## config.mk

```make
export PLATFORM = sky130hd
export DESIGN_NAME = dacoc_card_flat
export DESIGN_NICKNAME = d
export VERILOG_FILES = /design/src/rtl/dacoc_pkg.sv /design/src/rtl/dacoc_if.sv /design/src/rtl/dacoc_card.sv /design/src/flat_wrapper.sv
export SDC_FILE = /design/constraint.sdc
export NUM_CORES = 1
export LEC_CHECK = 0
export BUFFER_PORTS_ARGS = -buffer_cell sky130_fd_sc_hd__buf_2
export CORE_ASPECT_RATIO = 0.9
export CORE_MARGIN = 5
export CORE_UTILIZATION = 55
export CTS_CLUSTER_SIZE = 14
export DETAILED_ROUTE_END_ITERATION = 10
export PLACE_DENSITY = 0.8
export SLEW_MARGIN = 10
export SYNTH_ARGS = -nofsm -noshare
export SYNTH_HDL_FRONTEND = slang
export SYNTH_SLANG_ARGS = --single-unit
export TNS_END_PERCENT = 10
```

## constraint.sdc

```tcl
create_clock -name sys_clk -period 28.6 [get_ports sys_clk]
set_clock_uncertainty 0.2 [all_clocks]
set_input_delay 0 -clock sys_clk [delete_from_list [all_inputs] [get_ports sys_clk]]
set_output_delay 0 -clock sys_clk [all_outputs]
set_load 0.005 [all_outputs]
```

## src/rtl/dacoc_pkg.sv

```systemverilog
// shared constants and types for both ends of the dac output control link
package dacoc_pkg;
   // channel count and field widths
   localparam int NUM_CHAN = 4;
   localparam int CODE_W   = 14;   // signed level code in output steps
   localparam int VAL_W    = 26;   // signed command value
   localparam int DATA_W   = 24;   // answer word
   localparam int LOC_W    = 4;    // slot location field
   // link commands
   typedef enum logic [2:0] {
      set_voltage_level_cmd   = 3'h0,
      set_current_level_cmd   = 3'h1,
      set_percent_level_cmd   = 3'h2,
      identity_query_cmd      = 3'h3,
      card_reset_cmd          = 3'h4,
      slot_location_write_cmd = 3'h5,
      slot_location_read_cmd  = 3'h6,
      wait_program_cmd        = 3'h7
   } dacoc_op_t;
   // clock and settle tick timing
   localparam int CLK_PERIOD_NS = 50;
   localparam int TICK_TIME_NS  = 819_200;
   localparam int TICK_CYCLES   = (TICK_TIME_NS + CLK_PERIOD_NS - 1) / CLK_PERIOD_NS;
   // quantisation: volts in uV, amps in nA, both steps are 2500 units
   localparam int STEP_FINE     = 2500;
   localparam int HALF_STEP     = 1250;
   localparam int VOLT_MAX_UV   = 10_235_000;
   localparam int CURR_MAX_NA   = 20_167_500;
   localparam int CURR_MIN_NA   = 4_000_000;
   // percent value in 0.0001 percent units, scaled to uV or nA
   localparam int PERC_V_SCALE  = 10;
   localparam int PERC_I_SCALE  = 20;
   localparam int PERC_I4_SCALE = 16;
   // settle wait programming
   localparam logic [LOC_W-1:0] WAIT_ARM_LOC   = 4'h2;
   localparam logic [7:0]       WAIT_ARM_KEY   = 8'h0d;
   localparam logic [LOC_W-1:0] WAIT_BYTES_LOC = 4'h6;
   localparam logic [7:0]       WAIT_LO_RST    = 8'h5b;
   localparam logic [7:0]       WAIT_HI_RST    = 8'h00;
   // identity code, value is arbitrary
   localparam logic [DATA_W-1:0] IDENT_CODE    = 24'h5a_0c3e;
endpackage

```

## src/rtl/dacoc_if.sv

```systemverilog
// link between the mainframe end and the dac card end
`timescale 1ns/10ps
interface dacoc_if;
   import dacoc_pkg::*;
   logic                     cmd_valid;   // command offered
   logic                     cmd_ready;   // card can take a command
   dacoc_op_t                cmd_op;      // command code
   logic [1:0]               cmd_chan;    // channel number
   logic [LOC_W-1:0]         cmd_loc;     // slot location
   logic signed [VAL_W-1:0]  cmd_value;   // level value or byte
   logic                     rsp_valid;   // answer pulse
   logic                     rsp_err;     // command refused
   logic [DATA_W-1:0]        rsp_data;    // answer word
   logic                     settle_busy; // host must keep waiting
   // mainframe end
   modport host (output cmd_valid, cmd_op, cmd_chan, cmd_loc, cmd_value,
                 input cmd_ready, rsp_valid, rsp_err, rsp_data, settle_busy);
   // card end
   modport card (input cmd_valid, cmd_op, cmd_chan, cmd_loc, cmd_value,
                 output cmd_ready, rsp_valid, rsp_err, rsp_data, settle_busy);
endinterface

```

## src/rtl/dacoc_card.sv

```systemverilog
// dac card end: channel state, level quantisation and settle wait
`timescale 1ns/10ps
//
// Contract
// - channels open after power-on or reset command
// - programmed channel stays connected until reset
// - four channels, each voltage or current mode
// - host waits settle period after programming
// - card holds readable, reprogrammable settle count
// - arm with 13 at 2, bytes at 6
// - low byte 1..255 default 91, high 0
// - voltage unipolar or bipolar, 2.5 mV steps
// - voltage rounded to nearest step
// - voltage command range, negative only bipolar
// - voltage percent is ten times volts
// - current command range per current range
// - current percent formulas per current range
// - identity query returns fixed code
// - reset command restores power-on condition
// - current rounded to nearest 2.5 uA step
module dacoc_card #(
   parameter int TICK_LEN = dacoc_pkg::TICK_CYCLES  // cycles per settle tick
) (
   // clock and reset
   input  wire logic                            sys_clk,
   input  wire logic                            rst,
   // link to mainframe
   dacoc_if.card                                lnk,
   // channel configuration switches
   input  wire logic [dacoc_pkg::NUM_CHAN-1:0]  chan_is_current,
   input  wire logic [dacoc_pkg::NUM_CHAN-1:0]  chan_range_sel,
   // channel outputs
   output logic [dacoc_pkg::NUM_CHAN-1:0]       chan_connected,
   output logic signed [dacoc_pkg::CODE_W-1:0]  chan_level [dacoc_pkg::NUM_CHAN]
);
   import dacoc_pkg::*;

   // one-hot card states
   typedef enum logic [1:0] {
      st_idle   = 2'b01,
      st_settle = 2'b10
   } dacoc_card_st_t;

   dacoc_card_st_t     state;          // current state
   logic [7:0]         wait_lo;        // wait_count_low_byte
   logic [7:0]         wait_hi;        // wait_count_high_byte
   logic [7:0]         pend_lo;        // low byte held until high byte
   logic               wait_armed;     // location 2 key seen
   logic               wait_phase;     // next byte is high byte
   logic [15:0]        settle_cnt;     // remaining ticks
   logic [31:0]        tick_cnt;       // cycles within a tick
   logic               take;           // command taken this cycle
   logic               cmd_lvl;        // command is a level setting
   logic               card_clear;     // power-on or reset command
   int                 phys;           // requested level in uV or nA
   logic               lvl_ok;         // level in range for channel
   logic               is_cur;         // addressed channel mode
   logic               rng;            // addressed channel range

   // round a fine value to whole output steps, away from zero on ties
   function automatic logic signed [CODE_W-1:0] quant(input int x);
      int mag;
      mag = (x < 0) ? -x : x;
      mag = (mag + HALF_STEP) / STEP_FINE;
      quant = (x < 0) ? CODE_W'(-mag) : CODE_W'(mag);
   endfunction

   // command decode
   assign take       = lnk.cmd_valid && lnk.cmd_ready;
   assign cmd_lvl    = (lnk.cmd_op == set_voltage_level_cmd) ||
                       (lnk.cmd_op == set_current_level_cmd) ||
                       (lnk.cmd_op == set_percent_level_cmd);
   assign card_clear = rst || (take && lnk.cmd_op == card_reset_cmd);
   assign is_cur     = chan_is_current[lnk.cmd_chan];
   assign rng        = chan_range_sel[lnk.cmd_chan];

   // convert command value to a physical level and check its range
   always_comb begin
      phys   = int'(lnk.cmd_value);
      lvl_ok = 1'b0;
      case (lnk.cmd_op)
         set_voltage_level_cmd: begin
            lvl_ok = !is_cur && phys <= VOLT_MAX_UV &&
                     phys >= (rng ? -VOLT_MAX_UV : 0);
         end
         set_current_level_cmd: begin
            lvl_ok = is_cur && phys <= CURR_MAX_NA &&
                     phys >= (rng ? CURR_MIN_NA : 0);
         end
         set_percent_level_cmd: begin
            if (!is_cur) begin
               phys   = int'(lnk.cmd_value) * PERC_V_SCALE;
               lvl_ok = phys <= VOLT_MAX_UV && phys >= (rng ? -VOLT_MAX_UV : 0);
            end else if (rng) begin
               phys   = CURR_MIN_NA + int'(lnk.cmd_value) * PERC_I4_SCALE;
               lvl_ok = lnk.cmd_value >= 0 && phys <= CURR_MAX_NA;
            end else begin
               phys   = int'(lnk.cmd_value) * PERC_I_SCALE;
               lvl_ok = lnk.cmd_value >= 0 && phys <= CURR_MAX_NA;
            end
         end
         default: begin
            lvl_ok = 1'b0;
         end
      endcase
   end

   // channel connection and level state
   always_ff @(posedge sys_clk) begin
      if (card_clear) begin
         chan_connected <= '0;
         for (int i = 0; i < NUM_CHAN; i++) begin
            chan_level[i] <= '0;
         end
      end else if (take && cmd_lvl && lvl_ok) begin
         chan_connected[lnk.cmd_chan] <= 1'b1;
         chan_level[lnk.cmd_chan]     <= quant(phys);
      end
   end

   // settle count programming through slot writes
   always_ff @(posedge sys_clk) begin
      if (card_clear) begin
         wait_lo    <= WAIT_LO_RST;
         wait_hi    <= WAIT_HI_RST;
         pend_lo    <= WAIT_LO_RST;
         wait_armed <= 1'b0;
         wait_phase <= 1'b0;
      end else if (take && lnk.cmd_op == slot_location_write_cmd) begin
         if (lnk.cmd_loc == WAIT_ARM_LOC) begin
            // key at location 2 arms the byte pair
            wait_armed <= (lnk.cmd_value[7:0] == WAIT_ARM_KEY);
            wait_phase <= 1'b0;
         end else if (lnk.cmd_loc == WAIT_BYTES_LOC && wait_armed) begin
            if (!wait_phase) begin
               if (lnk.cmd_value[7:0] != 8'h00) begin
                  pend_lo    <= lnk.cmd_value[7:0];
                  wait_phase <= 1'b1;
               end
            end else begin
               wait_lo    <= pend_lo;
               wait_hi    <= lnk.cmd_value[7:0];
               wait_armed <= 1'b0;
               wait_phase <= 1'b0;
            end
         end
      end
   end

   // settle state machine and tick counting
   always_ff @(posedge sys_clk) begin
      if (card_clear) begin
         state           <= st_idle;
         lnk.cmd_ready   <= 1'b1;
         lnk.settle_busy <= 1'b0;
         settle_cnt      <= '0;
         tick_cnt        <= '0;
      end else begin
         case (state)
            st_idle: begin
               if (take && cmd_lvl && lvl_ok) begin
                  settle_cnt      <= {wait_hi, wait_lo};
                  tick_cnt        <= '0;
                  lnk.cmd_ready   <= 1'b0;
                  lnk.settle_busy <= 1'b1;
                  state           <= st_settle;
               end
            end
            st_settle: begin
               if (tick_cnt == 32'(TICK_LEN - 1)) begin
                  // one count per tick, done at zero
                  tick_cnt <= '0;
                  if (settle_cnt <= 16'h0001) begin
                     settle_cnt      <= '0;
                     lnk.cmd_ready   <= 1'b1;
                     lnk.settle_busy <= 1'b0;
                     state           <= st_idle;
                  end else begin
                     settle_cnt <= settle_cnt - 16'h0001;
                  end
               end else begin
                  tick_cnt <= tick_cnt + 32'h0000_0001;
               end
            end
            default: begin
               state <= st_idle;
            end
         endcase
      end
   end

   // answers, one cycle after a taken command
   always_ff @(posedge sys_clk) begin
      if (rst) begin
         lnk.rsp_valid <= 1'b0;
         lnk.rsp_err   <= 1'b0;
         lnk.rsp_data  <= '0;
      end else begin
         lnk.rsp_valid <= take;
         lnk.rsp_err   <= 1'b0;
         lnk.rsp_data  <= '0;
         if (take) begin
            case (lnk.cmd_op)
               identity_query_cmd: begin
                  lnk.rsp_data <= IDENT_CODE;
               end
               slot_location_read_cmd: begin
                  if (lnk.cmd_loc == WAIT_BYTES_LOC) begin
                     lnk.rsp_data <= {8'h00, wait_hi, wait_lo};
                  end
               end
               slot_location_write_cmd: begin
                  // byte pair without key, or zero low byte, is refused
                  lnk.rsp_err <= lnk.cmd_loc == WAIT_BYTES_LOC &&
                                 (!wait_armed ||
                                  (!wait_phase && lnk.cmd_value[7:0] == 8'h00));
               end
               card_reset_cmd: begin
                  lnk.rsp_err <= 1'b0;
               end
               default: begin
                  // level commands out of range or wrong mode
                  lnk.rsp_err <= !(cmd_lvl && lvl_ok);
               end
            endcase
         end
      end
   end
endmodule

```

## src/flat_wrapper.sv

```systemverilog
// flat-port wrapper written by rule: the top's interface ports become plain ports
module dacoc_card_flat import dacoc_pkg::*;
#(
   parameter int TICK_LEN = dacoc_pkg::TICK_CYCLES                           
)
  (sys_clk, rst, chan_is_current, chan_range_sel, chan_connected, chan_level, lnk_cmd_valid, lnk_cmd_op, lnk_cmd_chan, lnk_cmd_loc, lnk_cmd_value, lnk_cmd_ready, lnk_rsp_valid, lnk_rsp_err, lnk_rsp_data, lnk_settle_busy);
  dacoc_if lnk_i ();
  input  wire logic sys_clk;
  input  wire logic rst;
  input  wire logic [dacoc_pkg::NUM_CHAN-1:0] chan_is_current;
  input  wire logic [dacoc_pkg::NUM_CHAN-1:0] chan_range_sel;
  output logic [dacoc_pkg::NUM_CHAN-1:0] chan_connected;
  output logic signed [dacoc_pkg::CODE_W-1:0] chan_level[dacoc_pkg::NUM_CHAN];
  input wire logic [$bits(lnk_i.cmd_valid)-1:0] lnk_cmd_valid;
  input wire logic [$bits(lnk_i.cmd_op)-1:0] lnk_cmd_op;
  input wire logic [$bits(lnk_i.cmd_chan)-1:0] lnk_cmd_chan;
  input wire logic [$bits(lnk_i.cmd_loc)-1:0] lnk_cmd_loc;
  input wire logic [$bits(lnk_i.cmd_value)-1:0] lnk_cmd_value;
  output wire logic [$bits(lnk_i.cmd_ready)-1:0] lnk_cmd_ready;
  output wire logic [$bits(lnk_i.rsp_valid)-1:0] lnk_rsp_valid;
  output wire logic [$bits(lnk_i.rsp_err)-1:0] lnk_rsp_err;
  output wire logic [$bits(lnk_i.rsp_data)-1:0] lnk_rsp_data;
  output wire logic [$bits(lnk_i.settle_busy)-1:0] lnk_settle_busy;
  assign lnk_i.cmd_valid = lnk_cmd_valid;
  assign lnk_i.cmd_op = lnk_cmd_op;
  assign lnk_i.cmd_chan = lnk_cmd_chan;
  assign lnk_i.cmd_loc = lnk_cmd_loc;
  assign lnk_i.cmd_value = lnk_cmd_value;
  assign lnk_cmd_ready = lnk_i.cmd_ready;
  assign lnk_rsp_valid = lnk_i.rsp_valid;
  assign lnk_rsp_err = lnk_i.rsp_err;
  assign lnk_rsp_data = lnk_i.rsp_data;
  assign lnk_settle_busy = lnk_i.settle_busy;
  dacoc_card #(.TICK_LEN(TICK_LEN)) u_core (.sys_clk(sys_clk), .rst(rst), .lnk(lnk_i), .chan_is_current(chan_is_current), .chan_range_sel(chan_range_sel), .chan_connected(chan_connected), .chan_level(chan_level));
endmodule
```

==> summary.txt <==
Status
  – Outcome: complete, no violations

Synth
  – Commonest register cell after synthesis: dfxtp_1
  – Async set-or-reset flop fraction in the synthesized netlist: 0
  – Avg Synthesized Cell Area: about 7.3 um2
  – Seq/Total Area, Yosys: 0.130
  – EDFF count, synth: 0
  – Synthesis-stage register bit count: 157
  – Synth Warn #: 0
  – Yosys cell types: 155
  – Mapped Cells: 3301
  – Synth Cell Area: roughly 24000 um2

STA
  – Min Tclk post-route: 27.03 ns
  – Fin crit share: 0.945
  – Final setup viols: 0
  – Max-slew violation count: 0
  – Actual slew at the worst max-slew pin: 1.21 ns
  – Fmax achieved: 37.0 MHz
  – Final hold violation count: 0
  – Slew headroom: 0.190

Floorplanning
  – Core Region: 43200 um2
  – Die footprint: around 48000 um2
  – Rows: about 70
  – Die width: 231 um
  – Starting Density: 0.558
  – I/O pin cnt: 134
  – Die Span Y: 209 um

Clocking
  – Bufs on Longest Clock Path: 2
  – TritonCTS clock tree: built
  – Clock latency at the later pin of the worst-skew pair: 0.42 ns
  – Sink Count: 157
  – Root buffer cell: clkbuf_16
  – CTS buffer count: 17
  – H-tree depth: 4
  – Reg clk slew, reported paths: 0.06 ns

Detailed routing
  – Detail-routed via count per cell: 6.81
  – Routed Antenna Nets: 0
  – Starting DRT DRC Count: between 3000 and 4000
  – First-pass DRT Iterations: 6
  – Via count: 26766
  – DRC: 0
  – Post-DR wirelength/cell: slightly below 20 um
  – Final WL: 76100 um

Finish
  – Final Net Count: 3509
  – Fillers: 3848
  – Antenna cells: 0
  – Sequential Area: 3140 um2
  – Layout area overhead: 9.02%
  – Multi-input gate area: 20200 um2
  – Design area: 26300 um2
  – Most frequent cells in the layout: 307 x nand2_1, 307 x nor2_1, 226 x a21oi_1, 157 x dfxtp_1, 151 x xnor2_1
  – Share of cells above drive strength 1: 0.140

Critical path
  – WS Path Type: input pin to flip-flop
  – Crit-path slowest cell: or4_1
  – Critical Path AT: 27.12 ns
  – Startpoint Class: input pin
  – WP data required: 28.69 ns
  – CP max FO: 18
  – FF-to-FF Start: u_core.state[0]
  – Top Family by Delay on Critical Path: compound AO/OA/AOI/OAI gates
  – Buf/Inv on CP: 9
  – Setup crit end kind: flip-flop
  – Worst r2r path cells: 15
  – Reg2reg setup slack: 24.82 ns
  – Worst path max stage delay: ~0.62 ns
  – Critical path's most frequent cell: buf_4
  – R2R Path End: u_core.tick_cnt[29]

Global routing
  – Antenna violations before repair: 0
  – Gr usage total: 0.294
  – Gr ovfl total: 0
  – First-pass GRT wire length: 123000 um
  – Vias in the first global route: about 23000
  – Largest net degree at the start of global routing: 80

Placed design
  – Cell Area, Placed: 25000 um2
  – GP Congestion: between 1 and 1.5
  – Post-DP HPWL: roughly 57000 um
  – Port buffer count: around 130

Min path
  – Worst hold endpoint: u_core.lnk.rsp_data[3]
  – Hold Startpoint: lnk_cmd_op[2]
  – Cells on Worst Hold Path: 4
  – Hold Crit Class: input pin to flip-flop

Job
  – # Max-Cap Violations: 0
Yosys cell counts (all sizes together) (19+ instances only):
master	n	area (um2)
nor3b	19	164
and3	59	369
a22oi	22	170
xnor2	168	1560
nor3	116	638
o221ai	19	173
a31oi	68	508
or2	27	171
clkbuf	118	444
xor2	75	706
or3	32	210
ha	102	1280
inv	69	259
mux2	22	251
o22ai	21	151
a211oi	54	490
o211ai	71	543
o21ai	181	943
nand4	49	313
a21o	46	347
nor4	55	405
a211o	31	272
nor2b	37	234
o211a	21	210
a21boi	20	158
and2	68	425
o21a	33	256
nand3	125	636
nand2	310	1170
nand2b	59	372
o31ai	44	400
mux2i	71	714
dfxtp	157	3140
nor2	313	1180
a21oi	240	1270
buf	57	344
repair_timing:
action / CTS / global route
buffers inserted: 0 / 24
resized for setup: 0 / 52
setup endpoints to repair: 0 / 56
endpoints found under the hold margin: 43 / 0
hold buffers: 21 / 0
worst max path at each step:
stage,from,to,slack (ns),cells after the start
3_3_place_gp,lnk_cmd_value[3],u_core.chan_level[10],1.03,97
5_1_grt,lnk_cmd_value[3],u_core.chan_level[24],-0.09,100
6_report,lnk_cmd_value[3],u_core.chan_level[40],1.57,99
3_5_place_dp,lnk_cmd_value[3],u_core.chan_level[40],0.22,97
2_1_floorplan,lnk_cmd_value[1],u_core.chan_level[12],4.00,105
4_1_cts,lnk_cmd_value[3],u_core.chan_level[40],0.05,98
routing by layer:
metal,GRT usage,vias up,routed length [um]
li1,-,12694,-
met1,0.439,12595,34600
met5,0,-,0
met4,0.0682,0,1780
met3,0.0346,151,6840
met2,0.453,1326,32900
metrics by stage:
| stage | util | hold WS (ns) | setup slack (ns) | setup TNS (ns) | instances |
|---|---|---|---|---|---|
| 2_1_floorplan | - | -0.121 | 4.00 | 0 | 3304 |
| 3_3_place_gp | 0.579 | 0.0313 | 1.03 | 0 | 3850 |
| 3_5_place_dp | 0.579 | 0.0373 | 0.221 | 0 | 3850 |
| 4_1_cts | 0.598 | 0.000851 | 0.0495 | 0 | 3903 |
| 5_1_grt | 0.609 | 0.0511 | -0.0863 | -0.514 | 3928 |
| 6_report | 0.609 | 0.0407 | 1.57 | 0 | 3928 |
final cells by class:
cell class | instances | share of cell area
clock buffer | 18 | 0.0167
sequential | 157 | 0.120
multi-input combinational | 2904 | 0.771
timing repair buffer | 211 | 0.0500
clock inverter | 14 | 0.00677
tap | 555 | 0.0264
inverter | 69 | 0.00986
state kept, by name, indices dropped and copies added (netlist names):
name	flops
u_core.pend_lo	8
u_core.wait_armed	1
u_core.settle_cnt	16
u_core.wait_phase	1
u_core.lnk.rsp_valid	1
u_core.lnk.settle_busy	1
u_core.tick_cnt	32
u_core.wait_hi	8
u_core.state	2
u_core.wait_lo	8
u_core.chan_level	56
u_core.lnk.cmd_ready	1
u_core.chan_connected	4
u_core.lnk.rsp_data	17
u_core.lnk.rsp_err	1
cell families after synthesis:
family,synth area share
adder cells (fa/ha/maj),0.0572
buffers and inverters,0.0435
multiplexers,0.0420
flip-flops,0.130
AO/OA/AOI/OAI,0.342
AND/OR/NAND/NOR,0.290
XOR/XNOR,0.0949
other,0.000156
worst register-to-register path, cell delays in order, from the launching register on:
cell	delay [ns]
dfxtp_1	0.33
inv_1	0.06
ha_1	0.41
inv_1	0.32
mux2i_1	0.21
buf_4	0.20
and3_1	0.22
nand3_1	0.13
nor2_1	0.37
nand2_1	0.10
nor2_1	0.27
nand3_1	0.16
nor2_1	0.24
nand4_1	0.15
xor2_1	0.18
nor2_1	0.06
Power is left out: the tool's default activity adds up to more than one toggle a clock period on the data nets, which glitch-free logic cannot reach.
